### src/inc/ztrs_map.svh
`ifndef ZTRS_MAP_SVH
`define ZTRS_MAP_SVH

// ==================================================================
// register offsets (byte addresses, one word each)
`define ZTRS_OFS_CTRL     8'h00
`define ZTRS_OFS_DLY0     8'h04
`define ZTRS_OFS_DROPOUT  8'h1c
`define ZTRS_OFS_STATUS   8'h20

// ==================================================================
// control field positions
`define ZTRS_CTRL_EXT     0
`define ZTRS_CTRL_Z4REV   1
`define ZTRS_CTRL_INTREC  2
`define ZTRS_CTRL_PHEN    8
`define ZTRS_CTRL_GNEN    12

// ==================================================================
// status field positions
`define ZTRS_ST_TRIP      0
`define ZTRS_ST_RR        1
`define ZTRS_ST_FLAG      2
`define ZTRS_ST_STRETCH   3
`define ZTRS_ST_ARMED     4
`define ZTRS_ST_DONE      8

// ==================================================================
// reset values
`define ZTRS_CTRL_RST     16'hff00
`define ZTRS_DLY_RST      16'h0000

// ==================================================================
// timing: delays count in units of one millisecond tick
`define ZTRS_CLK_NS       10
`define ZTRS_TICK_NS      1000000
`define ZTRS_TICK_CYC     (`ZTRS_TICK_NS / `ZTRS_CLK_NS)

`endif

### src/inc/ztrs_pkg.sv
package ztrs_pkg;
   // ===============================================================
   // shared widths and types
   localparam int ZTRS_NTMR = 6;
   typedef logic [15:0] ztrs_dly_t;
   typedef logic [7:0]  ztrs_addr_t;
   typedef logic [31:0] ztrs_word_t;

   // internal reach-reset flag sequencing
   typedef enum logic [2:0] {
      RR_CLEAR = 3'b001,
      RR_SET   = 3'b010,
      RR_LOCK  = 3'b100
   } ztrs_rr_e;
endpackage

### src/inc/ztrs_tmr_if.sv
// ==================================================================
// one delay timer: level in, delay and tick in, level out
interface ztrs_tmr_if;
   logic                 start;
   ztrs_pkg::ztrs_dly_t  delay;
   logic                 tick;
   logic                 done;
   modport ctl (output start, output delay, output tick, input done);
   modport tmr (input start, input delay, input tick, output done);
endinterface

### src/ztrs_zone_timer.sv
// ==================================================================
// pickup delay: done once start has held for delay ticks
module ztrs_zone_timer
(
   input  wire logic  clock,
   input  wire logic  rst,
   ztrs_tmr_if.tmr    t
);
   import ztrs_pkg::*;

   typedef struct packed {
      ztrs_dly_t cnt;
      logic      done;
   } ztrs_zt_s;

   ztrs_zt_s st_r;
   ztrs_zt_s st_nxt;

   // count ticks while picked up; any dropout restarts the delay
   always_comb
   begin
      st_nxt = st_r;
      if (!t.start)
      begin
         st_nxt.cnt  = '0;
         st_nxt.done = 1'b0;
      end
      else if (st_r.cnt >= t.delay)
         st_nxt.done = 1'b1;
      else if (t.tick)
         st_nxt.cnt = st_r.cnt + 16'h0001;
   end

   always_ff @(posedge clock or posedge rst)
   begin
      if (rst)
         st_r <= '0;
      else
         st_r <= st_nxt;
   end

   assign t.done = st_r.done;
endmodule

### src/ztrs_stretch.sv
// ==================================================================
// dropout stretch: output follows input, falls delay ticks late
module ztrs_stretch
(
   input  wire logic  clock,
   input  wire logic  rst,
   ztrs_tmr_if.tmr    t
);
   import ztrs_pkg::*;

   typedef struct packed {
      ztrs_dly_t cnt;
      logic      done;
   } ztrs_st_s;

   ztrs_st_s st_r;
   ztrs_st_s st_nxt;

   // delay of zero gives a plain one-cycle copy of the input
   always_comb
   begin
      st_nxt = st_r;
      if (t.start)
      begin
         st_nxt.cnt  = '0;
         st_nxt.done = 1'b1;
      end
      else if (st_r.done)
      begin
         if (st_r.cnt >= t.delay)
            st_nxt.done = 1'b0;
         else if (t.tick)
            st_nxt.cnt = st_r.cnt + 16'h0001;
      end
   end

   always_ff @(posedge clock or posedge rst)
   begin
      if (rst)
         st_r <= '0;
      else
         st_r <= st_nxt;
   end

   assign t.done = st_r.done;
endmodule

### src/ztrs_top.sv
`include "ztrs_map.svh"

module ztrs_top
#(
   parameter int TICK_CYCLES = `ZTRS_TICK_CYC
)
(
   input  wire logic                 clock,
   input  wire logic                 rst,
   input  wire ztrs_pkg::ztrs_addr_t addr,
   input  wire ztrs_pkg::ztrs_word_t wr_data,
   input  wire logic                 wr_en,
   input  wire logic                 rd_en,
   output      ztrs_pkg::ztrs_word_t rd_data,
   input  wire logic [3:0]           zone_phase_pickup,
   input  wire logic [3:0]           zone_gnd_pickup,
   input  wire logic                 zone4_rev_phase_pickup,
   input  wire logic                 zone4_rev_gnd_pickup,
   input  wire logic                 fault_detector,
   input  wire logic                 recloser_contact_input,
   input  wire logic                 recloser_initiate,
   input  wire logic                 recloser_in_reset,
   input  wire logic                 reclose_locked_state,
   input  wire logic                 breaker_manual_close,
   output      logic                 trip_request,
   output      logic                 reach_reset_output
);
   import ztrs_pkg::*;

   // ===============================================================
   // pin inputs gathered into one vector for synchronising
   // every pin is taken as asynchronous to clock: contacts and
   // measuring flags may move at any moment, so none is read raw
   localparam int NPIN = 16;

   typedef struct packed {
      logic [NPIN-1:0] sync1;
      logic [NPIN-1:0] sync2;
      logic [16:0]     tick_cnt;
      logic            tick;
      logic [15:0]     ctrl;
      ztrs_dly_t [ZTRS_NTMR-1:0] dly;
      ztrs_dly_t       dropout;
      ztrs_rr_e        rr;
      logic            close_seen;
      logic            reset_prev;
      logic            armed;
      logic            trip;
      logic            rr_out;
      ztrs_word_t      rd_data;
   } ztrs_top_s;

   ztrs_top_s st_r;
   ztrs_top_s st_nxt;

   logic [NPIN-1:0] pins;
   logic [NPIN-1:0] pin_s;
   logic [3:0]  ph_pu;
   logic [3:0]  gn_pu;
   logic        ph4_sel;
   logic        gn4_sel;
   logic        fd_s;
   logic        contact_s;
   logic        init_s;
   logic        in_reset_s;
   logic        lock_s;
   logic        close_s;
   logic [3:0]  ph_on;
   logic [3:0]  gn_on;
   logic [ZTRS_NTMR-1:0] tmr_start;
   logic [ZTRS_NTMR-1:0] tmr_done;
   logic        stretched;
   logic        flag_set;
   logic        reach_reset;
   logic        ext_mode;
   logic        z4_rev;
   logic        int_rec;
   logic        instant;
   logic        timed;
   logic        unsup_trip;
   logic        reset_rise;
   ztrs_word_t  status;

   // ===============================================================
   // input synchronisers: only sync2 is read by logic
   // the order of this concatenation fixes the indices used below
   assign pins = {breaker_manual_close, reclose_locked_state,
                  recloser_in_reset, recloser_initiate,
                  recloser_contact_input, fault_detector,
                  zone4_rev_gnd_pickup, zone4_rev_phase_pickup,
                  zone_gnd_pickup, zone_phase_pickup};
   assign pin_s = st_r.sync2;

   // unpacked views of the synchronised pins
   assign ph_pu      = pin_s[3:0];
   assign gn_pu      = pin_s[7:4];
   // zone 4 direction picks which pickup pair counts as zone 4
   assign ph4_sel    = z4_rev ? pin_s[8] : ph_pu[3];
   assign gn4_sel    = z4_rev ? pin_s[9] : gn_pu[3];
   assign fd_s       = pin_s[10];
   assign contact_s  = pin_s[11];
   assign init_s     = pin_s[12];
   assign in_reset_s = pin_s[13];
   assign lock_s     = pin_s[14];
   assign close_s    = pin_s[15];

   // ===============================================================
   // configuration decode
   // mode bits act from the cycle after the write
   assign ext_mode = st_r.ctrl[`ZTRS_CTRL_EXT];
   assign z4_rev   = st_r.ctrl[`ZTRS_CTRL_Z4REV];
   assign int_rec  = st_r.ctrl[`ZTRS_CTRL_INTREC];

   // per-zone enables; zone 4 takes its chosen direction
   // a disabled zone neither trips at once nor starts its timers
   assign ph_on = st_r.ctrl[`ZTRS_CTRL_PHEN +: 4] &
                  {ph4_sel, ph_pu[2:0]};
   assign gn_on = st_r.ctrl[`ZTRS_CTRL_GNEN +: 4] &
                  {gn4_sel, gn_pu[2:0]};

   // ===============================================================
   // zone timers: even index phase, odd index ground, zones 2..4
   // index 2k serves zone k+2 phase, 2k+1 zone k+2 ground; a pickup
   // that drops for one cycle restarts its timer, trading a slower
   // trip on a chattering pickup for no trip on a passing one
   ztrs_tmr_if tif [ZTRS_NTMR] ();

   genvar gi;
   generate
      for (gi = 0; gi < ZTRS_NTMR; gi++)
      begin : g_tmr
         // phase and ground timers start from their own pickups
         assign tmr_start[gi] = (gi % 2 == 0) ?
                                ph_on[gi/2 + 1] : gn_on[gi/2 + 1];
         assign tif[gi].start = tmr_start[gi];
         assign tif[gi].delay = st_r.dly[gi];
         assign tif[gi].tick  = st_r.tick;
         assign tmr_done[gi]  = tif[gi].done;
         ztrs_zone_timer u_tmr
         (
            .clock (clock),
            .rst   (rst),
            .t     (tif[gi].tmr)
         );
      end
   endgenerate

   // ===============================================================
   // external recloser contact stretch
   // without it a contact that only pulses at each reclose step
   // would hand zone 2 its instant reach back between the steps
   ztrs_tmr_if sif ();

   assign sif.start = contact_s;
   assign sif.delay = st_r.dropout;
   assign sif.tick  = st_r.tick;
   assign stretched = sif.done;

   ztrs_stretch u_stretch
   (
      .clock (clock),
      .rst   (rst),
      .t     (sif.tmr)
   );

   // ===============================================================
   // trip decision
   // lock and set both count as a raised flag
   assign flag_set    = (st_r.rr != RR_CLEAR);
   // internal flag replaces the contact when the option is present
   assign reach_reset = int_rec ? flag_set : stretched;

   // zone 1 always instant; zone 2 joins only before a reclose
   // zone 2 is the overreach here, so it may sit in the instant
   // path only while no reclose cycle is running
   assign instant = ph_on[0] | gn_on[0] |
                    (ext_mode & ~reach_reset &
                     (ph_on[1] | gn_on[1]));

   // stepped zones stay live under every mode, incl. reclaim
   assign timed      = |tmr_done;
   assign unsup_trip = instant | timed;
   assign reset_rise = in_reset_s & ~st_r.reset_prev;

   // status word for software
   // trip and reach bits are the registered pins, so software sees
   // exactly what the outputs show
   always_comb
   begin
      status = '0;
      status[`ZTRS_ST_TRIP]    = st_r.trip;
      status[`ZTRS_ST_RR]      = st_r.rr_out;
      status[`ZTRS_ST_FLAG]    = flag_set;
      status[`ZTRS_ST_STRETCH] = stretched;
      status[`ZTRS_ST_ARMED]   = st_r.armed;
      status[`ZTRS_ST_DONE +: ZTRS_NTMR] = tmr_done;
   end

   // ===============================================================
   // next state: sync, tick divider, flag sequence, bus, outputs
   always_comb
   begin
      st_nxt = st_r;

      // two-stage synchroniser on every pin
      st_nxt.sync1 = pins;
      st_nxt.sync2 = st_r.sync1;

      // millisecond tick enable for all delay timers
      // one divider keeps every timer on a common base; the first
      // tick after a pickup may come up to one period late
      st_nxt.tick = 1'b0;
      if (st_r.tick_cnt >= 17'(TICK_CYCLES - 1))
      begin
         st_nxt.tick_cnt = '0;
         st_nxt.tick     = 1'b1;
      end
      else
         st_nxt.tick_cnt = st_r.tick_cnt + 17'h00001;

      // reach-reset flag: set on initiate, clear on reset entry or, once locked, on reset after a manual close
      st_nxt.reset_prev = in_reset_s;
      case (st_r.rr)
         RR_CLEAR:
         begin
            // initiate alone sets the flag, whatever the breaker does
            if (init_s)
               st_nxt.rr = RR_SET;
         end
         RR_SET:
         begin
            // a new initiate beats a reset in the same cycle
            if (lock_s)
            begin
               st_nxt.rr         = RR_LOCK;
               st_nxt.close_seen = 1'b0;
            end
            else if (reset_rise && !init_s)
               st_nxt.rr = RR_CLEAR;
         end
         RR_LOCK:
         begin
            // reclose_locked_state needs a manual close before reset counts
            if (close_s)
               st_nxt.close_seen = 1'b1;
            if ((st_r.close_seen || close_s) && in_reset_s &&
                !lock_s && !init_s)
               st_nxt.rr = RR_CLEAR;
         end
         // an illegal code falls back to clear
         default:
            st_nxt.rr = RR_CLEAR;
      endcase

      // register writes
      // unmapped addresses fall through and change nothing
      if (wr_en)
      begin
         if (addr == `ZTRS_OFS_CTRL)
            st_nxt.ctrl = wr_data[15:0];
         else if (addr == `ZTRS_OFS_DROPOUT)
            st_nxt.dropout = wr_data[15:0];
         else
         begin
            for (int i = 0; i < ZTRS_NTMR; i++)
            begin
               if (addr == 8'(`ZTRS_OFS_DLY0 + 4 * i))
                  st_nxt.dly[i] = wr_data[15:0];
            end
         end
      end

      // register reads: data stands for one cycle only
      st_nxt.rd_data = '0;
      if (rd_en)
      begin
         if (addr == `ZTRS_OFS_CTRL)
            st_nxt.rd_data = {16'h0000, st_r.ctrl};
         else if (addr == `ZTRS_OFS_DROPOUT)
            st_nxt.rd_data = {16'h0000, st_r.dropout};
         else if (addr == `ZTRS_OFS_STATUS)
            st_nxt.rd_data = status;
         else
         begin
            for (int i = 0; i < ZTRS_NTMR; i++)
            begin
               if (addr == 8'(`ZTRS_OFS_DLY0 + 4 * i))
                  st_nxt.rd_data = {16'h0000, st_r.dly[i]};
            end
         end
      end

      // arm one cycle after reset so the mode is settled first
      // the first edge after reset only loads registers, never trips
      st_nxt.armed = 1'b1;

      // outputs: trip only with a detected fault
      // no scheme bypasses this gate, the instant path included
      st_nxt.trip   = st_r.armed & fd_s & unsup_trip;
      st_nxt.rr_out = flag_set;
   end

   // ===============================================================
   // state register; timers and flag clear under reset
   // ctrl and rr take non-zero reset codes; the rest starts at zero
   always_ff @(posedge clock or posedge rst)
   begin
      if (rst)
      begin
         st_r         <= '0;
         st_r.ctrl    <= `ZTRS_CTRL_RST;
         st_r.rr      <= RR_CLEAR;
         st_r.dropout <= `ZTRS_DLY_RST;
      end
      else
         st_r <= st_nxt;
   end

   // ===============================================================
   // top outputs straight from the state register
   // rd_data is zero except in the one cycle after a read strobe,
   // so a bus that ORs several slaves needs no extra gating
   assign rd_data            = st_r.rd_data;
   assign trip_request       = st_r.trip;
   assign reach_reset_output = st_r.rr_out;
endmodule

### config.mk
export PLATFORM = sky130hd
export DESIGN_NAME = ztrs_top
export DESIGN_NICKNAME = d
export VERILOG_FILES = /design/src/inc/ztrs_pkg.sv /design/src/inc/ztrs_tmr_if.sv /design/src/ztrs_zone_timer.sv /design/src/ztrs_stretch.sv /design/src/ztrs_top.sv
export VERILOG_INCLUDE_DIRS = /design/src /design/src/inc
export SDC_FILE = /design/constraint.sdc
export NUM_CORES = 1
export LEC_CHECK = 0
export ABC_AREA = 0
export BUFFER_PORTS_ARGS = -buffer_cell sky130_fd_sc_hd__buf_2
export CORE_MARGIN = 2
export CORE_UTILIZATION = 49
export DETAILED_ROUTE_END_ITERATION = 8
export HOLD_SLACK_MARGIN = 0.15
export PLACE_DENSITY = 0.75
export SLEW_MARGIN = 25
export SYNTH_ARGS = -nofsm -noshare
export SYNTH_HDL_FRONTEND = slang
export SYNTH_HIERARCHICAL = 1
export SYNTH_SLANG_ARGS = --single-unit
### constraint.sdc
create_clock -name clock -period 6.7 [get_ports clock]
set_input_delay 0.67 -clock clock [delete_from_list [all_inputs] [get_ports clock]]
set_output_delay 0.67 -clock clock [all_outputs]
set_load 0.005 [all_outputs]
# Word level (Yosys, flattened, before mapping)
# Index checks and enable logic that the tools add are counted.
dict set report op_classes {
  n_lt_le_gt_ge 8
  bitwise 15
  n_mux 52
  addsub 8
  eq_ne 36
  reduce_logical 29
}
# operator n
set ops {}
lappend ops {{32-bit two-way mux} 9}
lappend ops {{16-bit two-way mux} 15}
lappend ops {{17-bit two-way mux} 9}
lappend ops {{16-bit by 1-bit adder with 16-bit output, second input constant} 7}
lappend ops {{16-bit >= comparator} 7}
lappend ops {{2-bit inequality test, second input constant} 17}
lappend ops {{8-bit by 5-bit == test with 1-bit output, second input constant} 4}
lappend ops {{4-bit AND reduction} 6}
lappend ops {{17-bit by 1-bit adder with 17-bit output, second input constant} 1}
lappend ops {{17-bit >= comparator, second input constant} 1}
lappend ops {{8-bit by 4-bit == test with 1-bit output, second input constant} 2}
lappend ops {{2-bit AND reduction} 7}
lappend ops {{1-bit two-way mux} 13}
lappend ops {{3-bit two-way mux} 4}
lappend ops {{2-bit by 1-bit inequality test with 1-bit output, second input constant} 6}
lappend ops {{3-bit AND reduction} 4}
lappend ops {{3-bit case mux with 3 select lines} 1}
lappend ops {{4-bit bitwise AND} 2}
lappend ops {{8-bit by 3-bit == test with 1-bit output, second input constant} 1}
lappend ops {{8-bit by 6-bit == test with 1-bit output, second input constant} 1}
lappend ops {{8-bit zero test} 1}
lappend ops {{2-bit nonzero test} 3}
lappend ops {{6-bit OR reduction} 1}
lappend ops {{1-bit bitwise AND} 5}
lappend ops {{other kinds (11)} 21}
dict set report totals {
  ff_bits 337
  elab_cells 181
}

# Depth between registers and ports, before layout
dict set report logic_depth {
  depth_word 11
  ltp_mapped 9
}

# Cells and area by module
# The synthesis kept the hierarchy.
# mod n_inst cells_each area_each_um2 seq_area_each_um2
set modules_own_cells {}
lappend modules_own_cells {ztrs_top 1 727 8916.1 5066.1}
lappend modules_own_cells {ztrs_zone_timer 6 149 1308.8 425.4}
lappend modules_own_cells {ztrs_stretch 1 163 1475.2 425.4}

# Least setup slack after synthesis
# OpenSTA, ideal clock, no wires.
dict set report synth_path {
  path_kind {input port to flip-flop}
  from {input addr[5]}
  to {register st_r (netlist bit tif[3].delay[0])}
  required_ps 6575
  arrival_time_ps 2321
  setup_ps 125
  setup_slack_ps 4254
  cell_stages 7
  path_cell_list {nor4b_2 buf_4 nand3b_4 or4b_1 buf_6 buf_6 mux2_4}
}
dict set report synth_via {
  elab_chain_len 3
}
# item line
set synth_rtl {}
lappend synth_rtl {{from (decl)} ztrs_top.sv:10} ;# input wire ztrs_pkg::ztrs_addr_t addr,
lappend synth_rtl {{8-bit by 5-bit == test with 1-bit output (no line) or 8-bit zero test (tied branches)} n/a}
lappend synth_rtl {{1-bit inverter (no line)} n/a}
lappend synth_rtl {{4-bit AND reduction (no line) (*)} n/a}
lappend synth_rtl {{to (signal assigned)} ztrs_top.sv:316} ;# st_r <= st_nxt;
lappend synth_rtl {{to (decl)} ztrs_top.sv:53} ;# ztrs_top_s st_r;
# Every way passes the cells marked *; elsewhere a longest branch is shown, timed or not.
# A chain may end at the register's enable or synchronous reset.

# Worst setup path in the final report
dict set report layout_path {
  from {input addr[2]}
  to {register st_r (netlist bit tif[0].delay[11])}
}
# Same word-level chain as after synthesis.

==> flow_summary.json <==
{
  "status": "complete, no violations",
  "finalWorstSetupSlack_ps": 3614,
  "end_kind": "flop",
  "clk_path_buf_depth": 3,
  "syn_inst": 1784,
  "synth_area_per_cell_um2": 10.23,
  "core_um2": 36610,
  "synth_edf_count": 0,
  "drt_iter0_drc": 1185,
  "synth_area_leaders": "dfrtp_1 43%, mux2_2 8.3%, ha_1 8.2%",
  "hpwl_um": 34250,
  "fin_setup_tns_ps": 0,
  "cts_tree": "built",
  "skew_ps": 23.18,
  "layout.cells.non_filler": 2308,
  "finalHoldViolations": 0,
  "setup-violations-final": 0,
  "final.min_clock_period_ps": 3086,
  "post-cts-setup-buffers": 0,
  "cts_hold_buf": 0,
  "rsz0062_at_grt": "no",
  "yosysSeqAreaShare_pct": 44.09,
  "whs_ps": 208.3,
  "rows": 70,
  "drv_slew": 0,
  "crit_required_ps": 7130,
  "grt_use_total_pct": 24.96,
  "die_height_um": 197.0,
  "yosysWarnings": 6,
  "pre_cts_slack_ps": 3013,
  "antenna_found_initial": 2,
  "worst-endpoint-arrival_ps": 3520,
  "yosys.area.top_type": "dfrtp_1",
  "grt_overflow": 0,
  "numClockSinks": 321,
  "cts-root-buf": "clkbuf_16",
  "tightest_slew_ps": 1071,
  "power_per_cell_area_nw_per_um2": 230.0,
  "die_area_um2": 38790,
  "cts_buffers": 38,
  "yosysUniqueCellTypes": 75,
  "num-fill-cells": 3168,
  "start_util_pct": 49.83,
  "drive_above_1_share_pct": 18.04,
  "seqCellArea_um2": 8044,
  "dpl_cell_area_um2": 18690,
  "clk_pin_slew_ps": 60,
  "synth-seq-cells": 321,
  "die_w_um": 197.0,
  "grt_pass1_wl_um": 76200,
  "vias": 14280,
  "finalNetCount": 1992,
  "synth_flop_cell": "dfrtp_1",
  "area_delta_synth_final_pct": 9.519,
  "leakagePower_nw": 8.633,
  "first_pass_iters": 6,
  "synth_top_area_share_pct": 42.80,
  "max_slew_margin_pct": 28.60,
  "clock_latency_ps": 570,
  "grt_pass1_vias": 13920,
  "grt_max_degree": 127,
  "drc": 0,
  "ant_nets": 0,
  "routedWlPerCell_um": 20.77,
  "worstPathMaxFanout": 24,
  "final_area_um2": 19980,
  "fmaxAchievable_ghz": 0.3240,
  "period_share_pct": 46.06,
  "maxCapViolCount": 0,
  "synthesis.area_um2": 18240,
  "ios": 94,
  "placed_cells_incl_taps": 2240,
  "cts_resized": 0,
  "crit_type": "in -> reg",
  "antenna_cells": 0,
  "hold_class": "in -> reg",
  "multi_input_area_um2": 9120,
  "portBuffers": 61,
  "place.gp.congestion": 0.9569,
  "cp-start-kind": "input port",
  "ir_worst_vdd_mv": 0.1518,
  "routed_via_density": 6.185,
  "cts_max_level": 2,
  "totalWireLength_um": 47940,
  "async_flop_share_pct": 100.0
}
-- synth_stat cells, types with 11 or more instances --
cell type  count
o22ai_1       16
a21oi_1      128
o21a_1        19
a41oi_1       11
a31oi_1       21
or3_1         25
inv_1        148
nand2b_1      24
dfrtp_1      312
buf_4         33
nor3_1        22
a21o_1        12
mux2_2       134
or4_1         50
o21ai_0       84
a22oi_1       17
ha_1         120
nand2_1       87
o31ai_1       51
clkbuf_1      39
nor2_1        98
nand3_1       48
nand4_1       46
and3_1        22
-- metal layers --
metal / vias to the layer above / track usage [%] / wire length (um)
li1: 6583 / - / -
met1: 7084 / 33.29 / 20250
met2: 484 / 41.02 / 22940
met3: 122 / 3.953 / 2931
met4: 2 / 9.635 / 1812
met5: - / 0 / 13
-- power breakdown --
part | switching, mW | leakage [nW] | internal, mW
logic | 0.269 | 3.68 | 0.127
registers | 0.0691 | 4.33 | 2.00
clock network | 0.845 | 0.624 | 1.28
total | 1.18 | 8.63 | 3.41
-- per-stage QoR --
step	total power, mW	utilization (%)
floorplan	2.382	-
global placement	2.476	51.06
detailed placement	2.495	51.06
CTS	4.627	54.57
global route	4.762	54.58
finish	4.596	54.58
-- placed cells by master (no fill, tap or decap), types with 8 or more instances in the layout --
cell type	Yosys	final
clkbuf_16	0	39
a41oi_1	11	11
or4_1	50	50
mux2i_1	8	8
a21o_1	12	12
dfrtp_1	312	312
and2_1	9	9
nand2b_1	24	24
nor2b_1	9	9
xnor2_1	10	10
conb_1	2	17
o22ai_1	16	16
mux2_2	134	134
or3_1	25	25
nand3_1	48	48
o31ai_1	51	51
a22oi_1	17	17
and3_1	22	22
and4_1	10	10
o21a_1	19	19
buf_2	10	61
nand4_1	46	46
nor2_1	98	98
mux2_4	10	10
dfstp_2	9	9
nor3_1	22	22
o21ai_0	84	84
a21oi_1	128	128
nand2_1	87	87
inv_1	148	147
buf_4	33	9
a31oi_1	21	21
xor2_1	9	9
ha_1	120	120
-- layout make-up --
cell class | count | share of cell area (%)
clock inverter | 19 | 1.102
multi-input combinational | 1232 | 45.64
timing repair buffer | 71 | 1.922
sequential | 321 | 40.26
clock buffer | 49 | 5.323
inverter | 148 | 2.818
tap | 468 | 2.931
-- kinds of logic (layout without fill, tap and decap cells) --
family          after synthesis  count (layout)  share of synthesized area, %
compound gates              430             430                         15.44
xor+xnor                     19              19                        0.9121
fa+ha+maj                   120             120                         8.230
buf+inv                     246             287                         6.227
flops                       321             321                         44.09
mux                         153             153                         9.595
other cells                   2              17                       0.04116
simple gates                493             493                         15.47
-- sequential cells by signal (all words and copies together), names as in the netlist, 6 cells and up --
signal              count
g_tmr.u_tmr/t.done      6
g_tmr.u_tmr/st_r       96
pin_s                  16
tif.delay              96
u_stretch/st_r         16
rd_data                16
sif.delay              16
st_nxt                 16
st_r                   37
-- path summary, 6_finish.rpt --
path / slack, ps / depth (start not counted) / startpoint / to
worst max register to register: 3760 / 7 / u_stretch/st_r[1] / u_stretch/st_r[4]
worst min-delay path: 210 / 1 / zone_phase_pickup[3] / st_nxt[189]
worst max-delay path: 3610 / 5 / addr[2] / tif[0].delay[11]
max in group asynchronous: 5030 / 3 / rst / st_r[36]
min in group asynchronous: 420 / 2 / rst / g_tmr[3].u_tmr/st_r[13]
worst min register to register: 350 / 0 / st_nxt[197] / pin_s[11]
-- critical path, stage by stage --
cell     delay (ps)
buf_2           350
buf_4           340
nor2b_1         720
nand4_1         860
mux2_2          570
No activity file was read; power rests on OpenSTA's default activity.
